===== src/verilog/pin_mux_pkg.sv =====
// Package with register map, reset values, pin tables and carrier types for the pin mux.
package pin_mux_pkg;

  // ==========================================================================
  // Register map (byte addresses, one aligned word each).
  // ==========================================================================
  localparam logic [5:0] ADDR_DIG_FUNC_SEL = 6'h00; // Two mode bits per digital pin.
  localparam logic [5:0] ADDR_DIG_PUD      = 6'h04; // Pullup disable, one bit per pin.
  localparam logic [5:0] ADDR_DIG_DATA     = 6'h08; // Digital-group data.
  localparam logic [5:0] ADDR_DIG_DIR      = 6'h0c; // Digital-group direction, 1 = out.
  localparam logic [5:0] ADDR_ANA_FUNC_SEL = 6'h10; // Odd bits pick analog mode.
  localparam logic [5:0] ADDR_ANA_DATA     = 6'h14; // Analog-group digital data.
  localparam logic [5:0] ADDR_ANA_DIR      = 6'h18; // Analog-group direction, 1 = out.
  localparam logic [5:0] ADDR_DIG_ENABLE   = 6'h1c; // Digital function enable per pin.
  localparam logic [2:0] ADDR_LAST_INDEX   = 3'h7;  // Highest mapped word index.

  // ==========================================================================
  // Widths.
  // ==========================================================================
  localparam int DIG_PINS  = 8;  // Pins in the digital group.
  localparam int ANA_PINS  = 12; // Pins in the analog group.
  localparam int ANA_DIOS  = 6;  // Analog pins with a digital function.
  localparam int ANA_CHANS = 16; // Channel slots in the analog select register.

  // ==========================================================================
  // Reset values.
  // ==========================================================================
  localparam logic [15:0] RST_DIG_FUNC_SEL = 16'h0000; // Mode 0 everywhere.
  localparam logic [7:0]  RST_DIG_PUD      = 8'hff;    // Pullups off: analog state.
  localparam logic [7:0]  RST_DIG_DIR      = 8'h00;    // All inputs.
  localparam logic [7:0]  RST_DIG_ENABLE   = 8'h00;    // Digital function off.
  localparam logic [15:0] RST_ANA_MODE     = 16'hffff; // All channels analog.
  localparam logic [5:0]  RST_ANA_DIR      = 6'h00;    // All inputs.

  // ==========================================================================
  // Peripheral modes of a digital-group pin.
  // ==========================================================================
  localparam logic [1:0] MODE_GPIO  = 2'h0; // Plain digital I/O.
  localparam logic [1:0] MODE_RSVD1 = 2'h1; // Reserved, no function.
  localparam logic [1:0] MODE_RSVD2 = 2'h2; // Reserved, no function.
  localparam logic [1:0] MODE_COMP  = 2'h3; // Comparator result out.

  // Comparator index (0 = comparator 1) per digital pin; 7 means none.
  localparam logic [2:0] COMP_NONE = 3'h7;
  localparam logic [23:0] COMP_FOR_PIN = {3'h4, 3'h7, 3'h3, 3'h2, 3'h1, 3'h5, 3'h0, 3'h7};

  // Channel number of each analog pin (A0,A2,A3,A4,A6,A7,B0,B2,B3,B4,B6,B7).
  localparam logic [47:0] ANA_PIN_CHAN = {4'hf, 4'he, 4'hc, 4'hb, 4'ha, 4'h8,
                                          4'h7, 4'h6, 4'h4, 4'h3, 4'h2, 4'h0};
  // Channel number of each analog digital I/O (2,4,6,10,12,14).
  localparam logic [23:0] ANA_DIO_CHAN = {4'he, 4'hc, 4'ha, 4'h6, 4'h4, 4'h2};

  // ==========================================================================
  // Carrier types.
  // ==========================================================================
  typedef struct packed {
    logic        read;       // Read request.
    logic        write;      // Write request.
    logic [5:0]  address;    // Byte address.
    logic [3:0]  byteenable; // Byte lanes.
    logic [31:0] writedata;  // Write data.
    logic        from_ctrl;  // Request comes from the control CPU.
  } bus_req_type;

  typedef struct packed {
    logic        ack;      // Answer cycle of the bus.
    logic [31:0] rdata;    // Read data.
    logic [15:0] dig_sel;  // Digital mode fields.
    logic [7:0]  dig_pud;  // Pullup disable.
    logic [7:0]  dig_dat;  // Digital output latch.
    logic [7:0]  dig_dir;  // Digital direction.
    logic [7:0]  dig_en;   // Digital function enable.
    logic [15:0] ana_mode; // Analog mode bit per channel.
    logic [5:0]  ana_dat;  // Analog-group output latch.
    logic [5:0]  ana_dir;  // Analog-group direction.
    logic [7:0]  dig_in;   // Sampled digital pins.
    logic [5:0]  ana_in;   // Sampled analog-group digital pins.
    logic [7:0]  dig_out;  // Digital pin drive value.
    logic [7:0]  dig_oe;   // Digital pin enable.
    logic [7:0]  dig_pu;   // Pullup enables.
    logic [5:0]  ana_out;  // Analog-group drive value.
    logic [5:0]  ana_oe;   // Analog-group drive enable.
    logic [11:0] ana_conv; // Converter input switches.
    logic [5:0]  ana_cmp;  // Comparator input switches.
  } state_type;

endpackage : pin_mux_pkg

===== src/verilog/comparator_and_analog_pin_mux.sv =====
// Pin mux for the comparator digital group and the first analog group.
//
// The Avalon-MM slave port and the address map were left to the implementer.
`timescale 1ns/100ps

module comparator_and_analog_pin_mux
  import pin_mux_pkg::*;
(
  input  wire logic        i_sys_clk,           // 40 MHz system clock.
  input  wire logic        i_rst_n,             // Asynchronous reset, low.
  // Avalon-MM slave.
  input  wire logic [5:0]  i_avs_address,       // Byte address.
  input  wire logic        i_avs_read,          // Read strobe.
  input  wire logic        i_avs_write,         // Write strobe.
  input  wire logic [3:0]  i_avs_byteenable,    // Byte lanes.
  input  wire logic [31:0] i_avs_writedata,     // Write data.
  input  wire logic        i_avs_from_ctrl_cpu, // Master is the control CPU.
  output logic      [31:0] o_avs_readdata,      // Read data.
  output logic             o_avs_waitrequest,   // Stall the master.
  // Digital group.
  input  wire logic [7:0]  i_dig_pin_in,        // Pin levels.
  input  wire logic [5:0]  i_comparator_result, // Comparators 1..6.
  output logic      [7:0]  o_dig_pin_out,       // Pin drive values.
  output logic      [7:0]  o_dig_pin_oe,        // Pin drive enables.
  output logic      [7:0]  o_dig_pullup_en,     // Pullup enables.
  // Analog group.
  input  wire logic [5:0]  i_ana_dio_in,        // Digital pin levels.
  output logic      [5:0]  o_ana_dio_out,       // Digital drive values.
  output logic      [5:0]  o_ana_dio_oe,        // Digital drive enables.
  output logic      [11:0] o_ana_to_converter,  // Converter switches.
  output logic      [5:0]  o_ana_to_comparator  // Comparator switches.
);

  // ==========================================================================
  // Helper functions.
  // ==========================================================================

  // Merges write data into an old value under the byte enables.
  function automatic logic [31:0] merge(input logic [31:0] old_v,
                                        input logic [31:0] new_v,
                                        input logic [3:0]  be);
    logic [31:0] res;
    res = old_v;
    for (int b = 0; b < 4; b++) begin
      if (be[b]) begin
        res[b*8 +: 8] = new_v[b*8 +: 8];
      end
    end
    return res;
  endfunction : merge

  // Spreads a channel mode vector onto the odd bits of a word.
  function automatic logic [31:0] odd_spread(input logic [15:0] m);
    logic [31:0] res;
    res = 32'h0000_0000;
    for (int c = 0; c < ANA_CHANS; c++) begin
      res[2*c+1] = m[c];
    end
    return res;
  endfunction : odd_spread

  // Gathers the odd bits of a word into a channel mode vector.
  function automatic logic [15:0] odd_gather(input logic [31:0] w);
    logic [15:0] res;
    res = 16'h0000;
    for (int c = 0; c < ANA_CHANS; c++) begin
      res[c] = w[2*c+1];
    end
    return res;
  endfunction : odd_gather

  // Read-back of a pin: latch while driven, pin level otherwise.
  function automatic logic [7:0] readback(input logic [7:0] drv,
                                          input logic [7:0] dat,
                                          input logic [7:0] pin);
    return (drv & dat) | (~drv & pin);
  endfunction : readback

  // ==========================================================================
  // State.
  // ==========================================================================
  state_type   s_q;  // Registered state.
  state_type   s_d;  // Next state.
  bus_req_type req;  // Bus request gathered.

  // Bus request as one carrier.
  always_comb begin
    req.read       = i_avs_read;
    req.write      = i_avs_write;
    req.address    = i_avs_address;
    req.byteenable = i_avs_byteenable;
    req.writedata  = i_avs_writedata;
    req.from_ctrl  = i_avs_from_ctrl_cpu;
  end

  // ==========================================================================
  // Next-state logic.
  // ==========================================================================

  // One wait cycle per access keeps read data registered: the answer
  // is prepared in the first cycle and stands at the accepting edge.
  always_comb begin
    logic        take;     // Request in its first cycle, while waitrequest is high.
    logic        mapped;   // Address hits a register.
    logic        allowed;  // Write may change configuration.
    logic [31:0] wv;       // Merged write value.
    logic [31:0] rv;       // Read value.
    logic [7:0]  dig_gpio; // Pins in enabled mode 0.
    logic [7:0]  dig_drv;  // Pins driven from the latch.
    logic [5:0]  ana_dig;  // Analog pins in digital mode.
    logic [5:0]  ana_drv;  // Analog pins driven from the latch.
    logic [1:0]  mode;     // Mode of one digital pin.
    logic [2:0]  cmp;      // Comparator of one digital pin.
    logic [3:0]  ch;       // Channel of one analog pin.
    take     = 1'b0;
    mapped   = 1'b0;
    allowed  = 1'b0;
    wv       = 32'h0000_0000;
    rv       = 32'h0000_0000;
    dig_gpio = 8'h00;
    dig_drv  = 8'h00;
    ana_dig  = 6'h00;
    ana_drv  = 6'h00;
    mode     = MODE_GPIO;
    cmp      = COMP_NONE;
    ch       = 4'h0;
    s_d      = s_q;

    // Pins are sampled each cycle; inputs are synchronous.
    s_d.dig_in = i_dig_pin_in;
    s_d.ana_in = i_ana_dio_in;

    // Decode which pins act as plain digital I/O.
    for (int p = 0; p < DIG_PINS; p++) begin
      dig_gpio[p] = s_q.dig_en[p] && (s_q.dig_sel[2*p +: 2] == MODE_GPIO);
    end
    dig_drv = dig_gpio & s_q.dig_dir;
    for (int j = 0; j < ANA_DIOS; j++) begin
      ana_dig[j] = !s_q.ana_mode[ANA_DIO_CHAN[4*j +: 4]];
    end
    ana_drv = ana_dig & s_q.ana_dir;

    // Bus handshake: answer in the second cycle of each request.
    take  = (req.read || req.write) && !s_q.ack;
    s_d.ack = take;
    mapped  = (req.address[5] == 1'b0) && (req.address[1:0] == 2'h0);
    // A foreign master still gets an answer, but changes nothing.
    allowed = take && req.write && mapped && req.from_ctrl;

    // Read data, prepared one cycle ahead of the accepting edge.
    if (take && req.read && mapped && req.from_ctrl) begin
      case (req.address)
        ADDR_DIG_FUNC_SEL: rv = {16'h0000, s_q.dig_sel};
        ADDR_DIG_PUD:      rv = {24'h00_0000, s_q.dig_pud};
        ADDR_DIG_DATA:     rv = {24'h00_0000, readback(dig_drv, s_q.dig_dat, s_q.dig_in)};
        ADDR_DIG_DIR:      rv = {24'h00_0000, s_q.dig_dir};
        ADDR_ANA_FUNC_SEL: rv = odd_spread(s_q.ana_mode);
        ADDR_ANA_DATA: begin
          rv = {24'h00_0000, readback({2'h0, ana_drv}, {2'h0, s_q.ana_dat}, {2'h0, s_q.ana_in})};
        end
        ADDR_ANA_DIR:      rv = {26'h000_0000, s_q.ana_dir};
        ADDR_DIG_ENABLE:   rv = {24'h00_0000, s_q.dig_en};
        default:           rv = 32'h0000_0000;
      endcase
    end
    // The read word is kept until the next read answer replaces it.
    if (take && req.read) begin
      s_d.rdata = rv;
    end

    // Register writes, byte lanes honoured.
    if (allowed) begin
      case (req.address)
        ADDR_DIG_FUNC_SEL: begin
          wv = merge({16'h0000, s_q.dig_sel}, req.writedata, req.byteenable);
          s_d.dig_sel = wv[15:0];
        end
        ADDR_DIG_PUD: begin
          wv = merge({24'h00_0000, s_q.dig_pud}, req.writedata, req.byteenable);
          s_d.dig_pud = wv[7:0];
        end
        ADDR_DIG_DATA: begin
          wv = merge({24'h00_0000, s_q.dig_dat}, req.writedata, req.byteenable);
          s_d.dig_dat = wv[7:0];
        end
        ADDR_DIG_DIR: begin
          wv = merge({24'h00_0000, s_q.dig_dir}, req.writedata, req.byteenable);
          s_d.dig_dir = wv[7:0];
        end
        ADDR_ANA_FUNC_SEL: begin
          wv = merge(odd_spread(s_q.ana_mode), req.writedata, req.byteenable);
          s_d.ana_mode = odd_gather(wv);
        end
        ADDR_ANA_DATA: begin
          wv = merge({26'h000_0000, s_q.ana_dat}, req.writedata, req.byteenable);
          s_d.ana_dat = wv[5:0];
        end
        ADDR_ANA_DIR: begin
          wv = merge({26'h000_0000, s_q.ana_dir}, req.writedata, req.byteenable);
          s_d.ana_dir = wv[5:0];
        end
        ADDR_DIG_ENABLE: begin
          wv = merge({24'h00_0000, s_q.dig_en}, req.writedata, req.byteenable);
          s_d.dig_en = wv[7:0];
        end
        default: begin
          wv = 32'h0000_0000;
        end
      endcase
    end

    // Digital group pin drive, one registered stage behind the setup.
    for (int p = 0; p < DIG_PINS; p++) begin
      mode = s_q.dig_sel[2*p +: 2];
      cmp  = COMP_FOR_PIN[3*p +: 3];
      s_d.dig_out[p] = 1'b0;
      s_d.dig_oe[p]  = 1'b0;
      if (s_q.dig_en[p]) begin
        case (mode)
          MODE_GPIO: begin
            s_d.dig_out[p] = s_q.dig_dat[p];
            s_d.dig_oe[p]  = s_q.dig_dir[p];
          end
          MODE_COMP: begin
            // Pins without a comparator stay undriven in this mode.
            if (cmp != COMP_NONE) begin
              s_d.dig_out[p] = i_comparator_result[cmp];
              s_d.dig_oe[p]  = 1'b1;
            end
          end
          MODE_RSVD1, MODE_RSVD2: begin
            s_d.dig_oe[p] = 1'b0;
          end
          default: begin
            s_d.dig_oe[p] = 1'b0;
          end
        endcase
      end
    end
    // Pullups are independent of the selected mode.
    s_d.dig_pu = ~s_q.dig_pud;

    // Analog group: converter switch per pin.
    for (int k = 0; k < ANA_PINS; k++) begin
      ch = ANA_PIN_CHAN[4*k +: 4];
      s_d.ana_conv[k] = s_q.ana_mode[ch];
    end
    // Comparator paths share the six dual-use pins. Which destination is
    // live is chosen inside the analog peripherals by software.
    for (int j = 0; j < ANA_DIOS; j++) begin
      ch = ANA_DIO_CHAN[4*j +: 4];
      s_d.ana_cmp[j] = s_q.ana_mode[ch];
    end
    // Digital drive of the analog group. No pullup output exists here.
    s_d.ana_out = s_q.ana_dat;
    s_d.ana_oe  = ana_drv;
  end

  // ==========================================================================
  // State register.
  // ==========================================================================

  // Reset leaves both groups as analog inputs with drivers off.
  always_ff @(posedge i_sys_clk or negedge i_rst_n) begin
    if (!i_rst_n) begin
      s_q          <= '0;
      s_q.dig_sel  <= RST_DIG_FUNC_SEL;
      s_q.dig_pud  <= RST_DIG_PUD;
      s_q.dig_dir  <= RST_DIG_DIR;
      s_q.dig_en   <= RST_DIG_ENABLE;
      s_q.ana_mode <= RST_ANA_MODE;
      s_q.ana_dir  <= RST_ANA_DIR;
      s_q.ana_conv <= 12'hfff;
      s_q.ana_cmp  <= 6'h3f;
    end else begin
      s_q <= s_d;
    end
  end

  // ==========================================================================
  // Outputs.
  // ==========================================================================

  // Waitrequest is combinational; everything else is registered.
  assign o_avs_waitrequest   = (req.read || req.write) && !s_q.ack;
  assign o_avs_readdata      = s_q.rdata;
  assign o_dig_pin_out       = s_q.dig_out;
  assign o_dig_pin_oe        = s_q.dig_oe;
  assign o_dig_pullup_en     = s_q.dig_pu;
  assign o_ana_dio_out       = s_q.ana_out;
  assign o_ana_dio_oe        = s_q.ana_oe;
  assign o_ana_to_converter  = s_q.ana_conv;
  assign o_ana_to_comparator = s_q.ana_cmp;

endmodule : comparator_and_analog_pin_mux


===== config.mk =====
export PLATFORM = sky130hd
export DESIGN_NAME = comparator_and_analog_pin_mux
export DESIGN_NICKNAME = d
export VERILOG_FILES = /design/src/verilog/pin_mux_pkg.sv /design/src/verilog/comparator_and_analog_pin_mux.sv
export SDC_FILE = /design/constraint.sdc
export NUM_CORES = 1
export LEC_CHECK = 0
export BUFFER_PORTS_ARGS = -buffer_cell sky130_fd_sc_hd__buf_2
export CAP_MARGIN = 20
export CORE_ASPECT_RATIO = 2
export CORE_MARGIN = 4
export CORE_UTILIZATION = 49
export DETAILED_ROUTE_END_ITERATION = 12
export PLACE_DENSITY = 0.8
export SLEW_MARGIN = 5
export SYNTH_ARGS = -nofsm -noshare
export SYNTH_HDL_FRONTEND = slang
export SYNTH_SLANG_ARGS = --single-unit

===== constraint.sdc =====
create_clock -name i_sys_clk -period 1.7 [get_ports i_sys_clk]
set_input_delay 0.34 -clock i_sys_clk [delete_from_list [all_inputs] [get_ports i_sys_clk]]
set_output_delay 0.34 -clock i_sys_clk [all_outputs]
set_load 0.01 [all_outputs]

==> flow_summary.yaml, run 1 <==
run_status:
  status: "finished, violations left"
  violations: "negative setup slack"
cts:
  clock-sinks: 163
  path_clk_slew_ns: 0.06
  clk_latency_ns: 0.42
  clockBufferDepth: 2
  htree_levels: 4
  cts-buffers-inserted: 17
  cts_tree: "built"
  cts-root-buf: "clkbuf_16"
pwr:
  switching_share_pct: 23.3
  p_switching_mw: 1.82
  leakagePower_nw: 4.70
  p_clk_share_pct: 44.6
  p_int_mw: 5.99
  power_density_nw_per_um2: 860
  ir_worst_vdd_mv: 0.674
  pwr-share-seq_pct: 50.5
  power_mw: 7.81
  p_comb_share_pct: 4.8
sta:
  fmax_mhz: 579
  clock_skew_ns: 0.00744
  min_period_over_period_pct: 102
  hold_violations: 0
  period_minus_slack_ns: 1.73
  drv_slew: 0
  tns_ns: -0.0307
  rsz0062_at_grt: "true"
  setup_slack_ns: -0.0277
  setup_violations: 2
route:
  first_pass_iters: 7
  ant_nets: 0
  vias: 4889
  avgRoutedWirePerCell_um: 20.7
  routed_wl_mm: 18.8
  first_iter_violations: 327
  avgViaCountPerCell: 5.39
  drc: 0
layout:
  nNetsFinal: 787
  post_route_cells_drive_above_1_share_pct: 53.1
  syn_to_final_growth_pct: 24.2
  n_antenna_cell: 0
  instances_no_fill: 907
worst_setup_path:
  cp_top_family: "compound AO/OA/AOI/OAI gates"
  required_ns: 2.01
  cp-start-kind: "flip-flop"
  arrival_ns: 2.04
  crit_type: "flip-flop to flip-flop"
  cpMostUsedCell: "a221o_1"
  cp.buffers_inverters: 1
  critPathMaxFanout: 2
  end_kind: "flip-flop"
  cp_cell_sequence: "inv_2 -> ha_4 -> nand3_2 -> mux2i_1 -> o22ai_1 -> a221o_1 -> a221o_1"
  cp_slowest_stage_delay_ns: 0.44
  slowest_stage: "dfrtp_2"
place:
  io_buffers: 137
  hpwlAfterDp_mm: 13.5
  gp_congestion: 0.900
  dp.cells: 860
yosys:
  ys_seq_elements: 163
  ys_seq_area_share_pct: 56.4
  synth_edf_count: 0
  async_flop_share_pct: 100
  syn-cell-area_um2: 7310
  ys_types: 50
  synth.yosys.warnings: 0
  synth_ff_type: "dfrtp_1"
  syn_avg_cell_area_um2: 13.0
  syn_inst: 564
global_route:
  grt_antenna_before_repair: 0
  grt_use_total_pct: 22.4
  grt_max_degree: 49
  grt_pass1_wl_mm: 28.6
  grt_overflow_total: 0
  first_global_vias: 5298
floorplan:
  die_x_um: 94.4
  rows: 62
  fp.dieH_um: 181
  start_util_pct: 50.4
  core-area_um2: 14500
  die_area_um2: 17100
  io_pins: 154
hold_path:
  hold_class: "input pin to flip-flop"
flow_run:
  cap_violations: 0
==> layout by cell type (no fill, tap or decap), drive strengths merged, types with 2 or more instances in the layout <==
cell           n
clkinvlp       5
a221o          5
and3           8
mux2          68
inv           30
a222oi         4
nor3           2
nand4          2
nand2b         2
clkinv         4
nor4bb         5
nand2         33
ha            18
mux2i         17
o22ai          3
o21ai         13
dfstp         36
nand3          9
buf          210
o2bb2ai        2
a22oi         12
and2           5
a22o          15
nor2b         14
dlygate4sd3    3
nor3b          8
conb           8
clkbuf        20
nor2          10
dfrtp        127
nor4           2
a31oi          2
o211ai         4
==> worst register-to-register path, stage by stage, from the launching register on <==
cell     delay [ns]
dfrtp_2        0.44
inv_2          0.10
ha_4           0.14
nand3_2        0.06
mux2i_1        0.17
o22ai_1        0.11
a221o_1        0.29
a221o_1        0.30
==> flip-flops by register name (all words and copies together) (netlist names) <==
register,count
o_dig_pin_oe,8
o_dig_pullup_en,8
s_d,18
o_ana_dio_out,6
o_dig_pin_out,8
s_q,73
o_ana_dio_oe,6
o_ana_to_converter,7
o_avs_readdata,24
o_ana_to_comparator,5
==> Yosys cell counts (5+ instances only) <==
master / count / area (um2)
buf_2: 5 / 25.0
nor2_1: 6 / 22.5
nand3_1: 8 / 40.0
mux2_1: 28 / 315
o21ai_0: 9 / 45.0
nor3b_1: 8 / 60.1
dfrtp_1: 127 / 3180
nand2_1: 28 / 105
a22oi_1: 12 / 90.1
nor2b_1: 14 / 87.6
a22o_1: 15 / 131
dfstp_2: 36 / 946
buf_4: 91 / 683
a221o_1: 5 / 50.1
ha_1: 18 / 225
and3_1: 8 / 50.1
mux2_2: 40 / 450
nor4bb_1: 5 / 50.1
mux2i_1: 17 / 170
inv_1: 26 / 97.6
==> area by class of cell <==
cell class,instances,area (um2)
clock inverters,13,100
multi-input cells,280,2710
clock buffers,19,443
inverters,26,97.6
fillers,1104,5430
repair buffers,214,1370
well taps,192,240
flip-flops and latches,163,4130
==> timing repair <==
action | in CTS | in global routing
hold buffers | 3 | 0
endpoints found under the hold margin | 31 | 0
gates cloned | 0 | 1
setup buffers | 9 | 3
pin swaps | 10 | 11
setup endpoints to repair | 70 | 84
resized for setup | 45 | 38
==> kinds of logic (layout without fill, tap and decap cells) <==
logic type / after synthesis / in the layout / synth area share (%)
flip-flops: 163 / 163 / 56.4
buffers and inverters: 128 / 272 / 11.5
AND/OR/NAND/NOR: 101 / 101 / 8.90
multiplexers: 85 / 85 / 12.8
AO/OA/AOI/OAI: 68 / 68 / 7.25
adder cells (fa/ha/maj): 18 / 18 / 3.08
other: 1 / 8 / 0.0513
==> path summary, 6_finish.rpt <==
check | from | to | slack (ns) | depth (start not counted)
worst max-delay path | s_q[130] | o_avs_readdata[1] | -0.03 | 7
worst min-delay path | i_dig_pin_in[7] | s_q[67] | 0.02 | 1
worst max register to register | s_q[130] | o_avs_readdata[1] | -0.03 | 7
worst min register to register | s_d[14] | o_ana_to_converter[8] | 0.38 | 0
max in group asynchronous | i_rst_n | s_d[0] | 0.69 | 3
min in group asynchronous | i_rst_n | s_q[114] | 0.38 | 2
==> metrics by stage <==
step	util, %	hold WS (ns)	worst slack, ns	instance area [um2]
global placement	55.7	0.263	-0.281	8080
finish	62.6	0.0198	-0.0277	9080
detailed placement	55.7	0.259	-0.320	8080
floorplan	-	0.0444	-0.0481	7400
CTS	61.5	0.00390	-0.0717	8920
global route	62.6	0.00605	-0.0872	9080
==> layer usage <==
metal	up-vias	wire, um	GRT usage [%]
met5	-	0	0
met4	0	884	11.9
met3	54	1080	3.91
met2	216	10300	40.4
met1	2471	6510	24.4
li1	2148	-	-
==> power groups by stage <==
| stage | combinational (mW) | clock [mW] | sequential, mW |
|---|---|---|---|
| after floorplan | 0.113 | 0 | 4.00 |
| after global placement | 0.344 | 0 | 4.01 |
| after detailed placement | 0.353 | 0 | 4.01 |
| after CTS | 0.372 | 3.55 | 3.94 |
| after global routing | 0.414 | 3.71 | 3.95 |
| final | 0.377 | 3.49 | 3.95 |
(Power assumes the default switching activity.)
==> inputs of run 2 (changes only) <==
--- a/config.mk
+++ b/config.mk
@@ -7,7 +7,7 @@
 export LEC_CHECK = 0
 export BUFFER_PORTS_ARGS = -buffer_cell sky130_fd_sc_hd__buf_2
 export CAP_MARGIN = 20
-export CORE_ASPECT_RATIO = 2
+export CORE_ASPECT_RATIO = 0.6
 export CORE_MARGIN = 4
 export CORE_UTILIZATION = 49
 export DETAILED_ROUTE_END_ITERATION = 12
==> run 2 against run 1 <==
  * The run still ends with negative setup slack left
  * Setup slack worse by 0.074 ns
  * Wire length is 0.25% lower
  * Die area is 0.32% lower
  * Clock power is 14% higher
  * Sequential power hardly changed
  * Sequential share of layout area is 0.86 points higher
  * Core utilization is 1.3 points lower
  * Register-to-register slack worse by 0.07 ns
  * Critical path type unchanged
==> flow_summary.yaml, run 2 (synthesized netlist as in run 1, its figures left out) <==
route:
  routed_wl_mm: 18.7
  drc: 0
  first_iter_violations: 370
  avgViaCountPerCell: 5.35
  avgRoutedWirePerCell_um: 20.7
  vias: 4835
  ant_nets: 0
  first_pass_iters: 5
floorplan:
  start_util_pct: 50.3
  rows: 34
  io_pins: 154
  core-area_um2: 14500
  fp.dieH_um: 103
  die_area_um2: 17000
  die_x_um: 166
pwr:
  power_mw: 8.31
  switching_share_pct: 23.2
  p_int_mw: 6.38
  pwr-share-seq_pct: 47.5
  p_comb_share_pct: 4.6
  power_density_nw_per_um2: 932
  p_clk_share_pct: 47.9
  p_switching_mw: 1.93
  leakagePower_nw: 4.65
  ir_worst_vdd_mv: 0.555
place:
  io_buffers: 137
  gp_congestion: 0.876
  hpwlAfterDp_mm: 13.9
  pre_cts_slack_ns: -0.424
worst_setup_path:
  cp-start-kind: "flip-flop"
  critPathMaxFanout: 6
  arrival_ns: 2.14
  end_kind: "flip-flop"
  r2r_slack_ns: -0.10
  required_ns: 2.04
  crit_type: "flip-flop to flip-flop"
run_status:
  violations: "negative setup slack"
  status: "finished, violations left"
layout:
  largest_register_ffs: 73
  top_register: "s_q"
  syn_to_final_growth_pct: 21.9
  post_route_cells_drive_above_1_share_pct: 52.5
  final_cell_mix: "buf_2, dfrtp_1, buf_4"
  final_common_cell: "buf_2"
  nNetsFinal: 777
global_route:
  grt_max_degree: 44
  grt_overflow_total: 0
  grt_use_total_pct: 22.1
  first_global_vias: 4979
  grt_pass1_wl_mm: 28.6
  grt_antenna_before_repair: 1
cts:
  clockBufferDepth: 2
  cts_tree: "built"
  path_clk_slew_ns: 0.07
  cts-root-buf: "clkbuf_16"
  cts-buffers-inserted: 17
  clk_latency_ns: 0.42
  htree_levels: 4
  clock-sinks: 163
hold_path:
  hold_class: "input pin to flip-flop"
sta:
  period_minus_slack_ns: 1.80
  rsz0062_at_grt: "true"
  min_period_over_period_pct: 106
  hold_violations: 0
  fmax_mhz: 555
  clock_skew_ns: 0.00899
  setup_violations: 67
  drv_slew: 0
  setup_slack_ns: -0.102
flow_run:
  cap_violations: 0
-- run 2: cell type report --
class | count | area (um2)
fill | 1152 | 5640
sequential | 163 | 4130
tap | 198 | 248
clock inverter | 13 | 163
clock buffer | 19 | 454
antenna | 1 | 2.50
inverter | 26 | 97.6
timing repair buffer | 204 | 1270
multi-input combinational | 280 | 2550
-- run 2: stage by stage --
step                      std cells  hold slack [ns]  instance area, um2  setup TNS (ns)  utilization (%)
after floorplan                 571           0.0444                7400          -0.459                -
after global placement          863            0.282                8080          -29.57             55.5
final                           904           0.0185                8910           -3.91             61.3
after CTS                       897          0.00834                8750           -3.86             60.1
after detailed placement        863            0.297                8080          -34.09             55.5
after global routing            904          0.00634                8910           -7.43             61.3
-- run 2: power groups by stage --
stage	clock network [mW]	registers [mW]	logic (mW)
2_1_floorplan	0	4.00	0.113
3_3_place_gp	0	4.01	0.361
3_5_place_dp	0	4.01	0.372
4_1_cts	4.04	3.94	0.380
5_1_grt	4.20	3.95	0.424
6_report	3.98	3.95	0.386
-- run 2: worst paths after layout --
path,startpoint,endpoint,depth (start not counted)
setup / recovery,s_q[176],s_d[1],6
hold / removal,i_ana_dio_in[1],s_q[55],1
setup reg to reg,s_q[176],s_d[1],6
hold reg to reg,s_d[11],o_ana_to_converter[5],0
max in group asynchronous,i_rst_n,s_q[121],3
min in group asynchronous,i_rst_n,o_dig_pin_out[0],2
-- run 2: repair_timing --
action / in CTS / in global routing
pin swaps: 2 / 12
buffers inserted: 1 / 6
hold buffers: 1 / 0
hold endpoints to repair: 29 / 0
endpoints found under the setup margin: 79 / 89
gates resized for setup: 11 / 33
-- run 2: worst max-delay path, stage by stage, from the launching register on --
cell,delay (ns)
dfrtp_2,0.44
nor4_4,0.22
and3_4,0.29
buf_6,0.12
and2_4,0.20
nand2_2,0.11
mux2_1,0.33
-- run 2: per-layer routing --
metal / up-vias / track usage (%) / share of wire, %
met4: 0 / 5.51 / 1.0
met3: 19 / 6.86 / 8.6
met5: - / 0 / 0
met2: 215 / 32.8 / 44
li1: 2134 / - / -
met1: 2467 / 31.9 / 46
